**src/inc/rgc_pkg.sv**
```systemverilog
// shared constants and types of the receiver gain control loops
package rgc_pkg;

    // ----------------------------------------
    // register byte addresses
    // ----------------------------------------
    localparam logic [7:0] ADDR_CTRL = 8'h00;
    localparam logic [7:0] ADDR_SLOW_GAIN = 8'h04;
    localparam logic [7:0] ADDR_REQ_LEVEL = 8'h08;
    localparam logic [7:0] ADDR_SLOW_PERIOD = 8'h0c;
    localparam logic [7:0] ADDR_FA_CFG = 8'h10;
    localparam logic [7:0] ADDR_FD_CFG = 8'h14;
    localparam logic [7:0] ADDR_STATUS = 8'h18;
    localparam logic [7:0] ADDR_PEAKS = 8'h1c;

    // ----------------------------------------
    // field widths and positions
    // ----------------------------------------
    localparam int MANT_W = 6;
    localparam int EXPO_W = 3;
    localparam int REQ_W = 8;
    localparam int PER_W = 8;
    localparam int STEP_W = 5;
    localparam int CNT_W = 5;
    localparam int SPB_W = 10;
    localparam int EXPO_POS = 8;
    localparam int FA_CNT_POS = 8;
    localparam int FD_STEP_POS = 16;
    localparam int FD_PER_POS = 24;
    localparam int ST_FA_POS = 16;
    localparam int ST_FD_POS = 17;
    localparam int PK_FD_POS = 16;

    // ----------------------------------------
    // level arithmetic: one lsb is 6.02/64 dB
    // ----------------------------------------
    localparam int DB_PER_OCTAVE = 64;
    localparam int FRAC_DB_BITS = 6;
    localparam int MANT_DIV_LOG2 = 8;
    localparam int FRAC_BITS = 16;
    localparam logic [3:0] SHIFT_BASE = 4'h8;

    // ----------------------------------------
    // reset values
    // ----------------------------------------
    localparam logic [MANT_W-1:0] RST_MANT = 6'h10;
    localparam logic [EXPO_W-1:0] RST_EXPO = 3'h2;
    localparam logic [REQ_W-1:0] RST_REQ_LEVEL = 8'h40;
    localparam logic [PER_W-1:0] RST_SLOW_PERIOD = 8'h18;
    localparam logic [STEP_W-1:0] RST_FA_STEP = 5'h04;
    localparam logic [CNT_W-1:0] RST_FA_COUNT = 5'h04;
    localparam logic [SPB_W-1:0] RST_SPB_THR = 10'h1a9;
    localparam logic [STEP_W-1:0] RST_FD_STEP = 5'h01;
    localparam logic [PER_W-1:0] RST_FD_PERIOD = 8'h04;

    typedef struct packed {
        logic enable;
        logic [MANT_W-1:0] mant;
        logic [EXPO_W-1:0] expo;
        logic [REQ_W-1:0] req_level;
        logic [PER_W-1:0] slow_period;
        logic [STEP_W-1:0] fa_step;
        logic [CNT_W-1:0] fa_count;
        logic [SPB_W-1:0] spb_thr;
        logic [STEP_W-1:0] fd_step;
        logic [PER_W-1:0] fd_period;
    } rgc_cfg_type;

    typedef enum logic [1:0] {
        RGC_HOLD,
        RGC_SLOW,
        RGC_DECAY,
        RGC_ATTACK
    } rgc_src_type;

endpackage

```
**src/rgc_peak_detect.sv**
```systemverilog
// peak of max(|i|,|q|) over a sample period, reported as attenuation below full scale
`timescale 1ns/1ps
module rgc_peak_detect #(
    parameter int W = 16,
    parameter int PW = 8,
    parameter int LW = 10
) (
    input wire logic clk_sys,
    input wire logic rstn,
    input wire logic sample_valid,
    input wire logic signed [W-1:0] sample_i,
    input wire logic signed [W-1:0] sample_q,
    input wire logic [PW-1:0] period,
    output logic [LW-1:0] peak_atten,
    output logic peak_done
);

    logic [W-1:0] abs_i;
    logic [W-1:0] abs_q;
    logic [W-1:0] mag;
    logic [W-1:0] hold;
    logic [W-1:0] best;
    logic [PW-1:0] cnt;
    logic last;

    // log2 as octave*64 plus six mantissa bits, subtracted from full scale
    function automatic logic [LW-1:0] to_atten(input logic [W-1:0] m);
        logic [W-1:0] norm;
        int msb;
        logic [LW-1:0] level;
        msb = 0;
        for (int k = 0; k < W; k++) begin
            if (m[k]) begin
                msb = k;
            end
        end
        norm = m << (W - 1 - msb);
        level = LW'(msb * rgc_pkg::DB_PER_OCTAVE)
              + LW'(norm[W-2 -: rgc_pkg::FRAC_DB_BITS]);
        return LW'((W - 1) * rgc_pkg::DB_PER_OCTAVE) - level;
    endfunction

    assign abs_i = sample_i[W-1] ? W'(-sample_i) : sample_i;
    assign abs_q = sample_q[W-1] ? W'(-sample_q) : sample_q;
    assign mag = (abs_i > abs_q) ? abs_i : abs_q;
    assign best = (cnt == '0 || mag > hold) ? mag : hold;
    assign last = ({1'b0, cnt} + 1'b1) >= {1'b0, period};

    always_ff @(posedge clk_sys) begin
        if (!rstn) begin
            cnt <= '0;
            hold <= '0;
            peak_done <= 1'b0;
            peak_atten <= '0;
        end else begin
            peak_done <= 1'b0;
            if (sample_valid) begin
                hold <= best;
                if (last) begin
                    cnt <= '0;
                    peak_done <= 1'b1;
                    peak_atten <= to_atten(best);
                end else begin
                    cnt <= cnt + 1'b1;
                end
            end
        end
    end

endmodule

```
**src/rgc_slow_step.sv**
```systemverilog
// slow loop gain step: error times mantissa/256 times 2^-exponent, in fixed point
`timescale 1ns/1ps
module rgc_slow_step #(
    parameter int EW = 11,
    parameter int AW = 27
) (
    input wire logic signed [EW-1:0] err,
    input wire logic [rgc_pkg::MANT_W-1:0] mant,
    input wire logic [rgc_pkg::EXPO_W-1:0] expo,
    output logic signed [AW-1:0] delta
);

    logic signed [EW+rgc_pkg::MANT_W:0] prod;
    logic [3:0] shift;

    // mantissa over 256, scaled by 2^-exponent
    assign prod = err * $signed({1'b0, mant});
    assign shift = rgc_pkg::SHIFT_BASE - {1'b0, expo};
    // larger loop gain gives a larger step
    assign delta = AW'(prod) <<< shift;

endmodule

```
**src/rgc_agc.sv**
```systemverilog
// three-loop automatic gain control steering the front-end amplifier
//
// Functional notes
// - slow loop gain is mantissa/256 times 2^-exponent; mantissa 0..63, exponent 0..7
// - bigger loop gain makes the slow loop move faster, smaller slower
// - slow loop steers level toward requested level, 0 to -24 dBFS, 0.094 dB lsb
// - requested level resets to -6.02 dBFS
// - slow peak detector takes dB of max |I|,|Q| over a programmable period
// - overdrive detector hands control to the attack loop, which lowers gain
// - attack step is 0 to 1.504 dB in 0.094 dB steps
// - attack count is 1..16; gain drops for count plus one cycles
// - decay loop raises gain below its threshold and overrides slow loop
// - decay threshold resets to -40 dBFS
// - decay step resets to 0.094 dB, decay peak period to four samples
//
// Design decisions made here: the plain strobed port and the address map.
`timescale 1ns/1ps
module rgc_agc #(
    parameter int W = 16,
    parameter int GW = 10,
    parameter logic [GW-1:0] GAIN_INIT = 10'h100
) (
    input wire logic clk_sys,
    input wire logic rstn,
    input wire logic [7:0] reg_addr,
    input wire logic [31:0] reg_wdata,
    input wire logic reg_wr,
    input wire logic reg_rd,
    output logic [31:0] reg_rdata,
    input wire logic sample_valid,
    input wire logic signed [W-1:0] sample_i,
    input wire logic signed [W-1:0] sample_q,
    input wire logic overdrive,
    output logic [GW-1:0] vga_gain,
    output logic gain_strobe
);

    localparam int LW = rgc_pkg::SPB_W;
    localparam int FB = rgc_pkg::FRAC_BITS;
    localparam int AW = GW + 1 + FB;
    localparam int EW = LW + 1;

    // ----------------------------------------
    // configuration registers
    // ----------------------------------------
    rgc_pkg::rgc_cfg_type cfg;
    rgc_pkg::rgc_cfg_type next_cfg;

    wire wr_ctrl = reg_wr && reg_addr == rgc_pkg::ADDR_CTRL;
    wire wr_slow_gain = reg_wr && reg_addr == rgc_pkg::ADDR_SLOW_GAIN;
    wire wr_req = reg_wr && reg_addr == rgc_pkg::ADDR_REQ_LEVEL;
    wire wr_slow_per = reg_wr && reg_addr == rgc_pkg::ADDR_SLOW_PERIOD;
    wire wr_fa = reg_wr && reg_addr == rgc_pkg::ADDR_FA_CFG;
    wire wr_fd = reg_wr && reg_addr == rgc_pkg::ADDR_FD_CFG;

    wire [rgc_pkg::MANT_W-1:0] w_mant = reg_wdata[rgc_pkg::MANT_W-1:0];
    wire [rgc_pkg::EXPO_W-1:0] w_expo = reg_wdata[rgc_pkg::EXPO_POS +: rgc_pkg::EXPO_W];
    wire [rgc_pkg::STEP_W-1:0] w_step = reg_wdata[rgc_pkg::STEP_W-1:0];
    wire [rgc_pkg::CNT_W-1:0] w_fa_cnt = reg_wdata[rgc_pkg::FA_CNT_POS +: rgc_pkg::CNT_W];
    wire [rgc_pkg::STEP_W-1:0] w_fd_step = reg_wdata[rgc_pkg::FD_STEP_POS +: rgc_pkg::STEP_W];
    wire [rgc_pkg::PER_W-1:0] w_fd_per = reg_wdata[rgc_pkg::FD_PER_POS +: rgc_pkg::PER_W];

    always_comb begin
        next_cfg = cfg;
        if (wr_ctrl) begin
            next_cfg.enable = reg_wdata[0];
        end
        if (wr_slow_gain) begin
            next_cfg.mant = w_mant;
            next_cfg.expo = w_expo;
        end
        // requested level in 0.094 dB steps
        if (wr_req) begin
            next_cfg.req_level = reg_wdata[rgc_pkg::REQ_W-1:0];
        end
        if (wr_slow_per) begin
            next_cfg.slow_period = reg_wdata[rgc_pkg::PER_W-1:0];
        end
        // attack step capped at 1.504 dB
        if (wr_fa) begin
            next_cfg.fa_step = (w_step > 5'h10) ? 5'h10 : w_step;
            next_cfg.fa_count = (w_fa_cnt == '0) ? 5'h01 : (w_fa_cnt > 5'h10) ? 5'h10 : w_fa_cnt;
        end
        if (wr_fd) begin
            next_cfg.spb_thr = reg_wdata[LW-1:0];
            next_cfg.fd_step = w_fd_step;
            next_cfg.fd_period = w_fd_per;
        end
    end

    always_ff @(posedge clk_sys) begin
        if (!rstn) begin
            cfg.enable <= 1'b1;
            cfg.mant <= rgc_pkg::RST_MANT;
            cfg.expo <= rgc_pkg::RST_EXPO;
            cfg.req_level <= rgc_pkg::RST_REQ_LEVEL;
            cfg.slow_period <= rgc_pkg::RST_SLOW_PERIOD;
            cfg.fa_step <= rgc_pkg::RST_FA_STEP;
            cfg.fa_count <= rgc_pkg::RST_FA_COUNT;
            cfg.spb_thr <= rgc_pkg::RST_SPB_THR;
            cfg.fd_step <= rgc_pkg::RST_FD_STEP;
            cfg.fd_period <= rgc_pkg::RST_FD_PERIOD;
        end else begin
            cfg <= next_cfg;
        end
    end

    // ----------------------------------------
    // peak detectors
    // ----------------------------------------
    logic [LW-1:0] slow_atten;
    logic slow_done;
    logic [LW-1:0] fd_atten;
    logic fd_done;

    // slow loop peak over its own period
    rgc_peak_detect #(.W(W), .PW(rgc_pkg::PER_W), .LW(LW)) u_slow_peak (
        .clk_sys(clk_sys),
        .rstn(rstn),
        .sample_valid(sample_valid),
        .sample_i(sample_i),
        .sample_q(sample_q),
        .period(cfg.slow_period),
        .peak_atten(slow_atten),
        .peak_done(slow_done)
    );

    // wideband peak over the decay period
    rgc_peak_detect #(.W(W), .PW(rgc_pkg::PER_W), .LW(LW)) u_fd_peak (
        .clk_sys(clk_sys),
        .rstn(rstn),
        .sample_valid(sample_valid),
        .sample_i(sample_i),
        .sample_q(sample_q),
        .period(cfg.fd_period),
        .peak_atten(fd_atten),
        .peak_done(fd_done)
    );

    // ----------------------------------------
    // slow loop step
    // ----------------------------------------
    logic signed [EW-1:0] slow_err;
    logic signed [AW-1:0] slow_delta;

    // positive error means the level sits below the requested level
    assign slow_err = $signed({1'b0, slow_atten})
                    - $signed({{(EW-rgc_pkg::REQ_W){1'b0}}, cfg.req_level});

    rgc_slow_step #(.EW(EW), .AW(AW)) u_slow_step (
        .err(slow_err),
        .mant(cfg.mant),
        .expo(cfg.expo),
        .delta(slow_delta)
    );

    // ----------------------------------------
    // overdrive attack and fade recovery loops
    // ----------------------------------------
    logic overdrive_prev;
    logic [rgc_pkg::CNT_W:0] fa_left;
    logic [rgc_pkg::CNT_W:0] next_fa_left;
    logic fd_active;
    logic next_fd_active;

    wire overdrive_rise = overdrive && !overdrive_prev;
    wire overdrive_attack_loop = fa_left != '0;
    wire fd_below = fd_atten > cfg.spb_thr;
    wire fd_step_req = fd_done && fd_below;

    // reload with count plus one on each crossing
    assign next_fa_left = overdrive_rise ? ({1'b0, cfg.fa_count} + 1'b1)
                        : overdrive_attack_loop ? fa_left - 1'b1 : fa_left;
    // decay holds control while the wideband level stays low
    assign next_fd_active = fd_done ? fd_below : fd_active;

    always_ff @(posedge clk_sys) begin
        if (!rstn) begin
            overdrive_prev <= 1'b0;
            fa_left <= '0;
            fd_active <= 1'b0;
        end else begin
            overdrive_prev <= overdrive;
            fa_left <= next_fa_left;
            fd_active <= next_fd_active;
        end
    end

    // ----------------------------------------
    // gain accumulator and loop arbitration
    // ----------------------------------------
    logic signed [AW-1:0] acc;
    logic signed [AW-1:0] next_acc;
    logic signed [AW-1:0] sel_delta;
    logic signed [AW:0] sum;
    rgc_pkg::rgc_src_type src;

    wire signed [AW-1:0] fa_delta =
        -$signed({{(AW-rgc_pkg::STEP_W-FB){1'b0}}, cfg.fa_step, {FB{1'b0}}});
    wire signed [AW-1:0] fd_delta =
        $signed({{(AW-rgc_pkg::STEP_W-FB){1'b0}}, cfg.fd_step, {FB{1'b0}}});
    wire signed [AW:0] gain_top = $signed({2'b00, {GW{1'b1}}, {FB{1'b0}}});

    // attack first, then decay, then the slow loop
    always_comb begin
        if (!cfg.enable) begin
            src = rgc_pkg::RGC_HOLD;
        // overdrive takes control from the slow loop
        end else if (overdrive_attack_loop) begin
            src = rgc_pkg::RGC_ATTACK;
        end else if (fd_step_req) begin
            src = rgc_pkg::RGC_DECAY;
        // slow loop muted while decay holds control
        end else if (slow_done && !fd_active) begin
            src = rgc_pkg::RGC_SLOW;
        end else begin
            src = rgc_pkg::RGC_HOLD;
        end
    end

    always_comb begin
        case (src)
            // attack lowers gain by its step
            rgc_pkg::RGC_ATTACK: sel_delta = fa_delta;
            // decay raises gain by its step
            rgc_pkg::RGC_DECAY: sel_delta = fd_delta;
            // slow step scales with loop gain
            rgc_pkg::RGC_SLOW: sel_delta = slow_delta;
            default: sel_delta = '0;
        endcase
    end

    assign sum = {acc[AW-1], acc} + {sel_delta[AW-1], sel_delta};

    // gain saturates at both ends rather than wrapping
    always_comb begin
        if (sum < 0) begin
            next_acc = '0;
        end else if (sum > gain_top) begin
            next_acc = AW'(gain_top);
        end else begin
            next_acc = AW'(sum);
        end
    end

    wire [GW-1:0] next_gain = next_acc[FB +: GW];

    always_ff @(posedge clk_sys) begin
        if (!rstn) begin
            acc <= $signed({1'b0, GAIN_INIT, {FB{1'b0}}});
            vga_gain <= GAIN_INIT;
            gain_strobe <= 1'b0;
        end else begin
            acc <= next_acc;
            vga_gain <= next_gain;
            gain_strobe <= next_gain != vga_gain;
        end
    end

    // ----------------------------------------
    // register read port
    // ----------------------------------------
    logic [31:0] rd_mux;

    always_comb begin
        rd_mux = '0;
        case (reg_addr)
            rgc_pkg::ADDR_CTRL: rd_mux[0] = cfg.enable;
            rgc_pkg::ADDR_SLOW_GAIN: begin
                rd_mux[rgc_pkg::MANT_W-1:0] = cfg.mant;
                rd_mux[rgc_pkg::EXPO_POS +: rgc_pkg::EXPO_W] = cfg.expo;
            end
            rgc_pkg::ADDR_REQ_LEVEL: rd_mux[rgc_pkg::REQ_W-1:0] = cfg.req_level;
            rgc_pkg::ADDR_SLOW_PERIOD: rd_mux[rgc_pkg::PER_W-1:0] = cfg.slow_period;
            rgc_pkg::ADDR_FA_CFG: begin
                rd_mux[rgc_pkg::STEP_W-1:0] = cfg.fa_step;
                rd_mux[rgc_pkg::FA_CNT_POS +: rgc_pkg::CNT_W] = cfg.fa_count;
            end
            rgc_pkg::ADDR_FD_CFG: begin
                rd_mux[LW-1:0] = cfg.spb_thr;
                rd_mux[rgc_pkg::FD_STEP_POS +: rgc_pkg::STEP_W] = cfg.fd_step;
                rd_mux[rgc_pkg::FD_PER_POS +: rgc_pkg::PER_W] = cfg.fd_period;
            end
            rgc_pkg::ADDR_STATUS: begin
                rd_mux[GW-1:0] = vga_gain;
                rd_mux[rgc_pkg::ST_FA_POS] = overdrive_attack_loop;
                rd_mux[rgc_pkg::ST_FD_POS] = fd_active;
            end
            rgc_pkg::ADDR_PEAKS: begin
                rd_mux[LW-1:0] = slow_atten;
                rd_mux[rgc_pkg::PK_FD_POS +: LW] = fd_atten;
            end
            default: rd_mux = '0;
        endcase
    end

    always_ff @(posedge clk_sys) begin
        if (!rstn) begin
            reg_rdata <= '0;
        end else begin
            reg_rdata <= reg_rd ? rd_mux : '0;
        end
    end

endmodule

```
**config.mk**
```make
export PLATFORM = sky130hd
export DESIGN_NAME = rgc_agc
export DESIGN_NICKNAME = d
export VERILOG_FILES = /design/src/inc/rgc_pkg.sv /design/src/rgc_peak_detect.sv /design/src/rgc_slow_step.sv /design/src/rgc_agc.sv
export SDC_FILE = /design/constraint.sdc
export NUM_CORES = 1
export LEC_CHECK = 0
export ABC_AREA = 0
export BUFFER_PORTS_ARGS = -buffer_cell sky130_fd_sc_hd__buf_2
export CORE_UTILIZATION = 40
export CTS_CLUSTER_SIZE = 10
export DETAILED_ROUTE_END_ITERATION = 8
export PLACE_DENSITY = 0.54
export SLEW_MARGIN = 15
export SYNTH_ARGS = -nofsm -noshare
export SYNTH_HDL_FRONTEND = slang
export SYNTH_HIERARCHICAL = 1
export SYNTH_SLANG_ARGS = --single-unit
```
**constraint.sdc**
```tcl
create_clock -name clk_sys -period 12.05 [get_ports clk_sys]
set_input_delay 1.205 -clock clk_sys [delete_from_list [all_inputs] [get_ports clk_sys]]
set_output_delay 1.205 -clock clk_sys [all_outputs]
set_load 0.02 [all_outputs]
```
==> results.tsv <==
stage	metric	value	unit
cts	# H-tree levels	4	
cts	clock sink count	194	
timing	Tmin final	11.05	ns
detailed_routing	Top Metal Used	met5	
detailed_routing	Via density	5.78	
cells_and_area	Layout Nets	3109	
cts	post-CTS setup buffer count	0	
floorplanning	Ports	121	
grt	initial antenna violation count	4	
worst_setup_path	critical path data required time	12.38	ns
detailed_routing	metal1 wirelength	30800	µm
synthesis	most numerous cell in the Yosys netlist	nand2_1	
cts	Clk Tree Root Cell	clkbuf_16	
cts	CTS tree	built	
timing	Worst Max-Slew Pin Slew	1.12	ns
synthesis	Yosys top cell area share	18.0	%
cts	clock latency on the worst-skew pair	0.48	ns
timing	Final Setup Violations	0	
floorplanning	die height	234	µm
timing	Final Hold Viols	0	
synthesis	most instantiated cells after synthesis	271 x nand2_1, 242 x inv_1, 220 x a21oi_1	
cts	TritonCTS Buffers	17	
synthesis	ranking of synthesized cells by area	dfxtp_1 18%, ha_1 11%, a21oi_1 5.1%	
worst_hold_path	HP Class	reg -> reg	
cells_and_area	area delta synth->final	7.03	%
floorplanning	core area	53000	µm²
cells_and_area	FILL cells	5375	
grt	first-pass GRT wire length	105000	µm
grt	grt total ovfl	0	
synthesis	number of synthesized flops with an enable pin	0	
synthesis	leading area contributor after synthesis	dfxtp_1	
synthesis	flops & latches, synth	194	
detailed_routing	met3 wire length	3010	µm
detailed_routing	post-route ant nets	0	
synthesis	ys flop type	dfxtp_1	
floorplanning	Std-Cell Rows	84	
timing	Rel. slew slack	24.8	%
detailed_routing	final wirelength	66000	µm
detailed_routing	via count	20200	
worst_setup_path	CP startpoint kind	flip-flop	
synthesis	fraction of registers with async set/reset	0	%
timing	worst hold margin	0.472	ns
detailed_routing	initial drt markers	1550	
synthesis	synthesized cell area	21600	µm²
cts	CTS hold repair buffers	0	
timing	Worst Skew	0.0251	ns
synthesis	count of cell types in the netlist	132	
floorplanning	DIE WIDTH	234	µm
cts	clk slew on worst S/H paths	0.08	ns
detailed_routing	Pre-Repair DR Iteration Count	6	
power	Pleak	9.99	nW
placed_design	I/O Buffers	111	
worst_setup_path	Slowest-stage cell, CP	fa_1	
timing	Max Slew Vio Count	0	
detailed_routing	post-DR wirelength/cell	18.9	µm
floorplanning	DIE AREA	55000	µm²
detailed_routing	drt drc	0	
run_status	status	finished, final reports clean	
synthesis	Post-Synthesis Cells	2777	
power	P per Cell Area	133	nW/µm²
synthesis	Synth Area per Inst	7.78	µm²
worst_setup_path	Arr. time, crit path	11.38	ns
grt	GR Util All Layers	24.0	%
power	Max IR drop VDD	0.118	mV
worst_setup_path	CP most frequent cell	a21o_1	
placed_design	HPWL after detailed placement	52100	µm
placed_design	Placer Congestion	0.901	
cells_and_area	share of layout cells above drive strength 1	11.3	%
worst_setup_path	CP max FO	11	
flow_run	Max Cap Viol	0	
grt	largest net degree at the start of global routing	65	
synthesis	Synth Warn #	6	
cts	clock tree buffer depth	2	
placed_design	post-placement cell count	3461	
grt	vias in the first global route	19000	
cells_and_area	post-layout util	43.7	%
detailed_routing	met2 wire length	31300	µm
cts	# resized after CTS	0	
worst_setup_path	Worst Setup End Kind	flip-flop	
power	Final Power	3.07	mW
timing	RSZ-0062 raised after global routing	no	
timing	final setup TNS	0	ns
worst_setup_path	crit-path max cell delay	0.55	ns
timing	crit share post-route	91.7	%
cells_and_area	Post-Layout Cell Count	3497	
synthesis	Seq/Total Area, Yosys	18.0	%
worst_setup_path	crit path kind	reg -> reg	
timing	Max Clk Rate	0.0905	GHz
floorplanning	Initial Util	40.8	%
## cells in the final DEF, fill, tap and decap left out, types with 13 or more instances in the layout
cell,n
nor2b_1,32
inv_1,242
nor4_1,14
mux2i_1,95
o21ai_1,13
o21a_1,19
nand4_1,31
fa_1,49
a22oi_1,26
nand2_1,271
nor3_1,50
o211ai_1,23
mux2_2,23
ha_1,190
nor2_1,195
o22ai_1,14
buf_4,22
and3_1,28
nand3_1,97
o21ai_0,87
o211a_1,21
clkbuf_16,17
a21oi_1,220
or3_1,20
o31ai_1,23
xor2_1,73
or4_1,13
a31oi_1,26
and2_1,81
a211oi_1,39
a21boi_0,13
dfxtp_1,194
xnor2_1,48
nand2b_1,38
a21o_1,50
buf_2,111
## through the flow
| stage | cell area [µm²] | worst slack [ns] |
|---|---|---|
| after floorplan | 21600 | 2.52 |
| after global placement | 22600 | 0.960 |
| after detailed placement | 22600 | 0.834 |
| after CTS | 23100 | 0.994 |
| after global routing | 23100 | 0.219 |
| final | 23100 | 1.00 |
## report_power, final
| part | total, mW | switching, mW | internal [mW] |
|---|---|---|---|
| Sequential | 0.737 | 0.0628 | 0.674 |
| Combinational | 1.76 | 1.06 | 0.696 |
| Clock | 0.571 | 0.297 | 0.274 |
| Total | 3.07 | 1.42 | 1.64 |
## worst max-delay path: cells and delay by family (launching register included)
kind                       cells  cell delay [ns]
AOI/OAI and AO/OA             20             4.21
adders and majority gates      7             3.12
DFF                            1             0.41
buffers and inverters          3             0.16
xor gates and xnor gates       2             0.72
muxes                          1             0.16
and+or+nand+nor                8             2.09
## per-layer routing
layer  global-route usage, %  vias to the layer above
met2                    40.5                      514
met5                       0                        -
met4                    4.80                        2
li1                        -                     9973
met1                    32.3                     9663
met3                    3.54                       54
## cell families (layout without fill, tap and decap cells)
group	Yosys count	after routing	synth area share [%]
flip-flops	194	194	18.0
XOR/XNOR	129	129	5.47
AND/OR/NAND/NOR	948	948	22.1
AO/OA/AOI/OAI	753	753	25.0
buffers and inverters	385	409	7.55
adder cells (fa/ha/maj)	239	239	15.5
other	1	9	0.0173
multiplexers	128	128	6.41
## area by class of cell
type / count / area, µm² / area share (%)
antenna: 5 / 12.5 / 0.0541
clock buffer: 17 / 425 / 1.84
tap: 688 / 861 / 3.72
timing repair buffer: 133 / 721 / 3.12
clock inverter: 14 / 145 / 0.627
sequential: 194 / 3880 / 16.8
multi-input combinational: 2201 / 16200 / 69.9
inverter: 245 / 920 / 3.98
## flip-flops by register name (all words and copies together), names as in the netlist
name / flops
cfg: 59
reg_rdata: 29
acc: 17
u_fd_peak/hold: 16
u_slow_peak/hold: 16
u_fd_peak/peak_atten: 10
u_slow_peak/peak_atten: 10
vga_gain: 10
u_fd_peak/cnt: 8
u_slow_peak/cnt: 8
fa_left: 6
fd_active: 1
gain_strobe: 1
overdrive_prev: 1
u_fd_peak/peak_done: 1
u_slow_peak/peak_done: 1
## worst paths after layout
| check | cells after the start | slack, ns | start | end |
|---|---|---|---|---|
| max | 41 | 1.00 | cfg[42]$_SDFFE_PN0P_ | gain_strobe$_SDFF_PN0_ |
| min | 2 | 0.47 | cfg[43]$_SDFFE_PN0P_ | cfg[43]$_SDFFE_PN0P_ |
| max reg2reg | 41 | 1.00 | cfg[42]$_SDFFE_PN0P_ | gain_strobe$_SDFF_PN0_ |
| min reg2reg | 2 | 0.47 | cfg[43]$_SDFFE_PN0P_ | cfg[43]$_SDFFE_PN0P_ |
(Power assumes the default switching activity.)
